==> config.mk <==
export PLATFORM = sky130hd
export DESIGN_NAME = acz_datapath
export DESIGN_NICKNAME = d
export VERILOG_FILES = /design/src/rtl/acz_pkg.sv /design/src/rtl/acz_opnd_if.sv /design/src/rtl/acz_shifter.sv /design/src/rtl/acz_datapath.sv
export SDC_FILE = /design/constraint.sdc
export NUM_CORES = 1
export LEC_CHECK = 0
export ABC_AREA = 0
export BUFFER_PORTS_ARGS = -buffer_cell sky130_fd_sc_hd__buf_2
export CELL_PAD_IN_SITES_DETAIL_PLACEMENT = 0
export CELL_PAD_IN_SITES_GLOBAL_PLACEMENT = 2
export CORE_MARGIN = 2
export CORE_UTILIZATION = 27
export CTS_CLUSTER_DIAMETER = 80
export DETAILED_ROUTE_END_ITERATION = 10
export PLACE_DENSITY = 0.85
export SETUP_SLACK_MARGIN = 0.2
export SLEW_MARGIN = 30
export SYNTH_ARGS = -nofsm -noshare
export SYNTH_HDL_FRONTEND = slang
export SYNTH_HIERARCHICAL = 1
export SYNTH_SLANG_ARGS = --single-unit
==> constraint.sdc <==
create_clock -name SYS_CLK -period 0.95 [get_ports SYS_CLK]
set_clock_uncertainty 0.15 [all_clocks]
set_input_delay 0.095 -clock SYS_CLK [delete_from_list [all_inputs] [get_ports SYS_CLK]]
set_output_delay 0.095 -clock SYS_CLK [all_outputs]
set_load 0.01 [all_outputs]
==> src/rtl/acz_pkg.sv <==
// Purpose: shared constants and types of the accumulator logic and zero-load datapath
// Assumes: 16-bit data words, 32-bit accumulator and product register
// Notes:   operation codes are one-hot
package acz_pkg;
    localparam int DW = 16;
    localparam int AW = 32;
    localparam int SHW = 4;
    localparam int RND_BIT = 15;
    localparam logic [AW-1:0] ACC_RST = 32'h0000_0000;
    localparam logic [AW-1:0] PRD_RST = 32'h0000_0000;
    localparam logic [AW-1:0] RND_HALF = 32'h0000_8000;
    localparam logic [DW-1:0] MEM_RST = 16'h0000;

    typedef enum logic [9:0] {
        ACZ_OP_NONE     = 10'h001,
        ACZ_OP_XOR      = 10'h002,
        ACZ_OP_XOR_SEC  = 10'h004,
        ACZ_OP_XOR_MEM  = 10'h008,
        ACZ_OP_CLR_ACC  = 10'h010,
        ACZ_OP_ZLH      = 10'h020,
        ACZ_OP_ZLH_RND  = 10'h040,
        ACZ_OP_ZHL_U    = 10'h080,
        ACZ_OP_CLR_BOTH = 10'h100,
        ACZ_OP_CLR_PRD  = 10'h200
    } acz_op_e;
endpackage

==> src/rtl/acz_opnd_if.sv <==
// Purpose: operand path between the datapath top and its shifter
// Assumes: single core clock
// Notes:   combinational carrier only
`timescale 1ns/1ps
interface acz_opnd_if;
    import acz_pkg::*;
    logic [DW-1:0]  value;
    logic [SHW-1:0] shift;
    logic [AW-1:0]  shifted;
    modport src (output value, output shift, input shifted);
    modport sft (input value, input shift, output shifted);
endinterface

==> src/rtl/acz_shifter.sv <==
// Purpose: zero-filled left shift of a 16-bit operand into 32 bits
// Assumes: shift count 0 to 15
// Notes:   no sign extension anywhere
`timescale 1ns/1ps
module acz_shifter
    import acz_pkg::*;
(
    acz_opnd_if.sft op
);
    // bits below and above the shifted word are zero
    always_comb
    begin
        op.shifted = {{(AW-DW){1'b0}}, op.value} << op.shift;
    end
endmodule

==> src/rtl/acz_datapath.sv <==
// Purpose: accumulator logic operations and zero-load instructions
// Assumes: decoder presents one operation per cycle with its operands
// Notes:   results appear the cycle after the operation is issued
`timescale 1ns/1ps
module acz_datapath
(
    input  wire logic             SYS_CLK,
    input  wire logic             RST_N,
    input  wire acz_pkg::acz_op_e OP,
    input  wire logic             OP_VALID,
    input  wire logic [15:0]      MEM_DATA,
    input  wire logic [15:0]      IMM_DATA,
    input  wire logic             USE_IMM,
    input  wire logic [3:0]       SHIFT,
    input  wire logic [15:0]      BIT_MASK,
    input  wire logic [31:0]      SEC_ACC,
    input  wire logic             PRD_LOAD,
    input  wire logic [31:0]      PRD_IN,
    output logic      [31:0]      ACC,
    output logic      [31:0]      PRD,
    output logic      [15:0]      MEM_WDATA,
    output logic                  MEM_WE
);
    import acz_pkg::*;

    // ==========================================================
    // operand shifter
    acz_opnd_if opnd ();
    logic [AW-1:0] acc_d;
    logic [AW-1:0] prd_d;
    logic          is_op;
    logic          op_mem_xor;
    logic          op_prd_clr;

    assign opnd.value = USE_IMM ? IMM_DATA : MEM_DATA;
    assign opnd.shift = SHIFT;
    assign is_op      = OP_VALID;
    assign op_mem_xor = is_op && (OP == ACZ_OP_XOR_MEM);
    // either clear form wins over a product load in the same cycle
    assign op_prd_clr = is_op && (OP == ACZ_OP_CLR_BOTH || OP == ACZ_OP_CLR_PRD);

    acz_shifter u_shift
    (
        .op (opnd.sft)
    );

    // ==========================================================
    // accumulator next value
    always_comb
    begin
        acc_d = ACC;
        if (is_op)
        begin
            case (OP)
                ACZ_OP_XOR:      acc_d = ACC ^ opnd.shifted;
                ACZ_OP_XOR_SEC:  acc_d = ACC ^ SEC_ACC;
                ACZ_OP_CLR_ACC:  acc_d = ACC_RST;
                ACZ_OP_ZLH:      acc_d = {MEM_DATA, 16'h0000};
                ACZ_OP_ZLH_RND:  acc_d = {MEM_DATA, 16'h0000} | RND_HALF;
                ACZ_OP_ZHL_U:    acc_d = {16'h0000, MEM_DATA};
                ACZ_OP_CLR_BOTH: acc_d = ACC_RST;
                default:         acc_d = ACC;
            endcase
        end
    end

    always_comb
    begin
        prd_d = PRD_LOAD ? PRD_IN : PRD;
        if (op_prd_clr)
        begin
            prd_d = PRD_RST;
        end
    end

    // ==========================================================
    // registers
    always_ff @(posedge SYS_CLK or negedge RST_N)
    begin
        if (!RST_N)
            ACC <= ACC_RST;
        else
            ACC <= acc_d;
    end

    always_ff @(posedge SYS_CLK or negedge RST_N)
    begin
        if (!RST_N)
            PRD <= PRD_RST;
        else
            PRD <= prd_d;
    end

    // memory write-back of the mask exclusive-OR
    always_ff @(posedge SYS_CLK or negedge RST_N)
    begin
        if (!RST_N)
        begin
            MEM_WDATA <= MEM_RST;
            MEM_WE    <= 1'b0;
        end
        else
        begin
            MEM_WE    <= op_mem_xor;
            MEM_WDATA <= MEM_DATA ^ (USE_IMM ? IMM_DATA : BIT_MASK);
        end
    end
endmodule

-- Word-level counts from Yosys, hierarchy flattened
Cells that the tools add are included.
- flip-flop bits (word level): 81
- eq/ne operators: 9
- shift-type cells: 1
- muxes and demuxes: 5
- bitwise operators: 3
- reduce and logical (&&, ||, !) cells: 7
- operators with widths (kind ; count):
    32-bit one-hot mux with 6 select lines ; 1
    32-bit two-way mux ; 2
    32-bit XOR ; 2
    16-bit two-way mux ; 2
    16-bit by 4-bit << shifter with 32-bit output ; 1
    16-bit XOR ; 1
    10-bit == test (second input constant) ; 1
    10-bit by 2-bit == test with 1-bit output (second input constant) ; 1
    10-bit by 3-bit == test with 1-bit output (second input constant) ; 1
    10-bit by 4-bit == test with 1-bit output (second input constant) ; 1
    10-bit by 5-bit == test with 1-bit output (second input constant) ; 1
    10-bit by 6-bit == test with 1-bit output (second input constant) ; 1
    10-bit by 7-bit == test with 1-bit output (second input constant) ; 1
    10-bit by 8-bit == test with 1-bit output (second input constant) ; 1
    10-bit by 9-bit == test with 1-bit output (second input constant) ; 1
    6-bit nonzero test ; 1
    1-bit logical AND ; 2
    2-bit AND reduction ; 1
    2-bit nonzero test ; 1
    2-bit OR reduction ; 1
    1-bit logical OR ; 1

-- Longest topological paths before layout
- depth in word-level cells: 4
- gate-level depth with buffers: 12
- depth with buffers taken out: 10

-- Hierarchy
The synthesis kept the hierarchy.
- by module, submodules not included (module ; times used ; cells an instance ; area each (um^2) ; sequential area each (um^2)):
    acz_datapath ; 1 ; 499 ; 5144.9 ; 2026.9
    acz_shifter ; 1 ; 125 ; 887.1 ; 0.0

-- Worst setup path before layout
Ideal clock, no wire load.
- path kind: input-to-reg
- start point: in USE_IMM
- end point: reg ACC[14]
- library setup time: 0.128 ns
- arrival: 2.367 ns
- required time: 0.672 ns
- slack: -1.695 ns
- stages on the path: 10
- buffers on the path: 2
- cells stage by stage: clkbuf_1 > clkbuf_1 > mux2_2 > mux4_1 > mux2_2 > nor2_1 > a21oi_1 > mux2i_1 > mux2i_1 > a211oi_2
- cells in the longest elaborated chain, start to end: 4
- ends and longest elaborated chain (item ; line ; text):
    start: declaration ; acz_datapath.sv:13 ; input wire logic USE_IMM,
    16-bit two-way mux ; acz_datapath.sv:35 ; assign opnd.value = USE_IMM ? IMM_DATA : MEM_DATA;
    named net opnd.value[13] ; acz_opnd_if.sv:7 ; logic [DW-1:0] value;
    16-bit by 4-bit << shifter with 32-bit output ; acz_shifter.sv:13 ; op.shifted = {{(AW-DW){1'b0}}, op.value} << op.shift;
    named net opnd.shifted[14] ; acz_opnd_if.sv:9 ; logic [AW-1:0] shifted;
    32-bit XOR ; acz_datapath.sv:55 ; ACZ_OP_XOR: acc_d = ACC ^ opnd.shifted;
    32-bit one-hot mux with 6 select lines ; acz_datapath.sv:54 ; case (OP)
    end signal: assignment ; acz_datapath.sv:81 ; ACC <= ACC_RST;
    end signal: assignment ; acz_datapath.sv:83 ; ACC <= acc_d;
    end: declaration ; acz_datapath.sv:19 ; output logic [31:0] ACC,
The timed path passes the listed nets, and every way through them passes these cells.
A chain may end at the register's enable or synchronous reset.

-- Worst setup path in the final report
- start point: in USE_IMM
- end point: reg ACC[20]
The elaborated chain is that of the path after synthesis.

==> qor.txt <==
Antenna violations before repair = 0
Syn Nets = 755
Final worst hold slack = -0.157 ns
Synth top area share = 33.6%
CP Max Fanout = 5
CORE AREA = 21,900 um^2
DRC = 0
Layout Area Growth over Synthesis = 78.4%
Num rows = 54
Peak Freq = 501 MHz
Post-synthesis cell area = 6030 um^2
Max Cap Viol = 0
Most frequent cell after synthesis = mux2i_1
Total track usage = 19.4%
Hold endpoint = PRD[19]
H-Tree Depth = 3
Die width = 153 um
Post-synth top cells = mux2i_1 (131), nor2_1 (87), dfrtp_1 (81)
Violations in the final reports = negative hold slack, negative setup slack
CP cell instances = buf_12, buf_12, mux2_4, mux4_2, mux2_4, nand2_1, o21ai_1, mux2i_1, mux2i_1, a211oi_2
Routability cong. = 0.932
Number of diodes = 0
# fillers = 2,015
Post-synth ARST share = 100%
Pin count of the biggest net entering global routing = 48
Port Buffers = 211
Congestion Overflow GR = 0
Unrepaired setup endpoints after global routing = true
Final hold vios = 52
Final #Nets = 1,145
Crit path required time = 1.04 ns
Yosys cell types = 53
Final worst slack = -1.04 ns
CP bufs+invs = 2
Post-Layout Inst Area = 10,800 um^2
HP Class = primary input to flop
Global-route wire length before repair = 35,400 um
Delay-heaviest family, CP = multiplexers
Dominant cells by area after synthesis = dfrtp_1 (34%), mux2i_1 (22%), a211oi_2 (6.2%), nor2_1 (5.4%), nand2_1 (5.0%)
Layout cells sized above 1 = 60.2%
Flop2flop setup slack = -0.32 ns
Slowest CP cell = mux4_2
Routed WL = 24,400 um
Worst r2r src = ACC[0]
Min-Delay Path Depth = 3
Minimum clock period = 1.99 ns
Total power = 11.1 mW
Yosys top cell by area = dfrtp_1
CTS Buf Count = 9
Ys Warns = 6
Vias = 6,313
Max VDD drop = 0.677 mV
Post-DP Area = 8420 um^2
Worst setup path category = primary input to flop
Routed Antenna Nets = 0
Die Area = 23,600 um^2
Hold_sp = PRD_IN[19]
Setup crit end kind = flop
Starting DRC count in detailed routing = 363
Finish-stage setup viols = 149
Clock buffer depth = 2
Crit path DAT = 2.09 ns
Util after Layout = 49.2%
Routed len/inst = 18.8 um
Syn_area_per_cell = 9.67 um^2
Worst-path clk slew = 0.08 ns
Vias in the first global route = 6,248
DR vias/cell = 4.86
Root buffer cell = clkbuf_16
Critical Path Start Type = primary input
CP peak stage delay = 0.51 ns
EDFF count, synth = 0
Synth Flop Type = dfrtp_1
First-pass detailed-route iteration total = 5
Register area share after synthesis = 33.6%
Status = complete, but fails checks
Die Height = 153 um
Post-CTS Hold Buffers = 1
Worst-Skew Late Latency = 0.36 ns
Tcrit/Tclk final = 210%
Dpl hpwl = 16,600 um
Pins Over Slew Limit = 0
Power Dens Cells = 1030 nW/um^2
Seq cells post-synth = 81
Initial Util = 27.6%
CTS tree = yes
Worst Reg-to-Reg Cells = 5
Lkg Pwr = 5.37 nW
Clock Sinks = 81
R2r endpoint = ACC[0]
Mapped Cells = 624
# IOs = 212
==> cells in the final DEF, fill, tap and decap left out, types with 3 or more instances in the layout <==
cell type and instances:
a211oi_2 30, a21o_1 31, a21oi_2 4, a21oi_4 3, a22oi_1 5, a22oi_2 5
buf_12 19, buf_16 5, buf_2 165, buf_4 117, buf_6 109, buf_8 3
bufbuf_16 3, clkbuf_16 12, dfrtp_1 80, mux2_4 21, mux2i_1 105, mux2i_2 12
mux2i_4 14, mux4_2 4, nand2_1 73, nand2_2 5, nand2b_1 3, nand3_1 6
nor2_1 46, nor2_2 30, nor2_4 11, nor2b_1 3, nor3_1 4, nor3_2 4
o21ai_0 6, o21ai_1 4, o22ai_2 6, xnor2_1 16, xor2_1 5
==> flip-flops by register name, indices dropped and copies added (netlist names) <==
register and flops:
ACC 32, MEM_WDATA 16, MEM_WE 1, PRD 32
==> where the power goes <==
part	switching, mW	internal [mW]
sequential	0.0964	3.67
clock	1.83	1.88
combinational	1.72	1.89
total	3.65	7.44
==> worst min-delay path, stage by stage <==
cell and delay [ns]:
buf_2 0.07, mux2i_1 0.05, nor2_1 0.10
==> through the flow <==
stage	TNS (ns)	cells	setup WS, ns
6_report	-60.38	1299	-1.04
5_1_grt	-66.14	1299	-1.15
4_1_cts	-59.16	1277	-1.04
3_5_place_dp	-70.01	1203	-1.52
3_3_place_gp	-68.34	1203	-1.48
2_1_floorplan	-53.39	624	-1.32
==> how the worst max path moves through the flow <==
stage / startpoint / cells after the start / end
after floorplan: USE_IMM / 10 / ACC[12]
after global placement: USE_IMM / 10 / ACC[14]
after detailed placement: USE_IMM / 12 / ACC[15]
after CTS: USE_IMM / 10 / ACC[14]
after global routing: USE_IMM / 10 / ACC[20]
final: USE_IMM / 10 / ACC[20]
==> final cells by class <==
cell class	instances	area [um^2]	area share [%]
Clock buffer	9	225	2.09
Clock inverter	7	81.3	0.756
Inverter	3	11.3	0.105
Multi-Input combinational cell	494	4390	40.8
Sequential cell	81	2030	18.8
Tap cell	280	350	3.26
Timing Repair Buffer	425	3680	34.2
==> cell families (layout without fill, tap and decap cells) <==
logic type,Yosys count,after routing,share of synthesized area (%)
AND/OR/NAND/NOR,209,209,15.6
other,1,1,0.0622
multiplexers,156,156,27.3
XOR/XNOR,22,22,3.19
flip-flops,81,81,33.6
AO/OA/AOI/OAI,106,106,15.0
buffers and inverters,49,444,5.31
==> routing by layer <==
layer	wire length (um)	global-route usage, %	vias up
met5	0	0	-
met3	1240	3.74	36
met1	10400	24.5	3081
met4	510	5.68	0
li1	-	-	3008
met2	12300	33.6	188
==> timing repair <==
item | in CTS | in global routing
pin swaps | 41 | 35
buffers inserted | 49 | 18
endpoints found under the setup margin | 156 | 162
endpoints found under the hold margin | 133 | 49
resized for setup | 192 | 96
cloned | 8 | 4
Note: power is estimated with default switching activity, not from simulation.
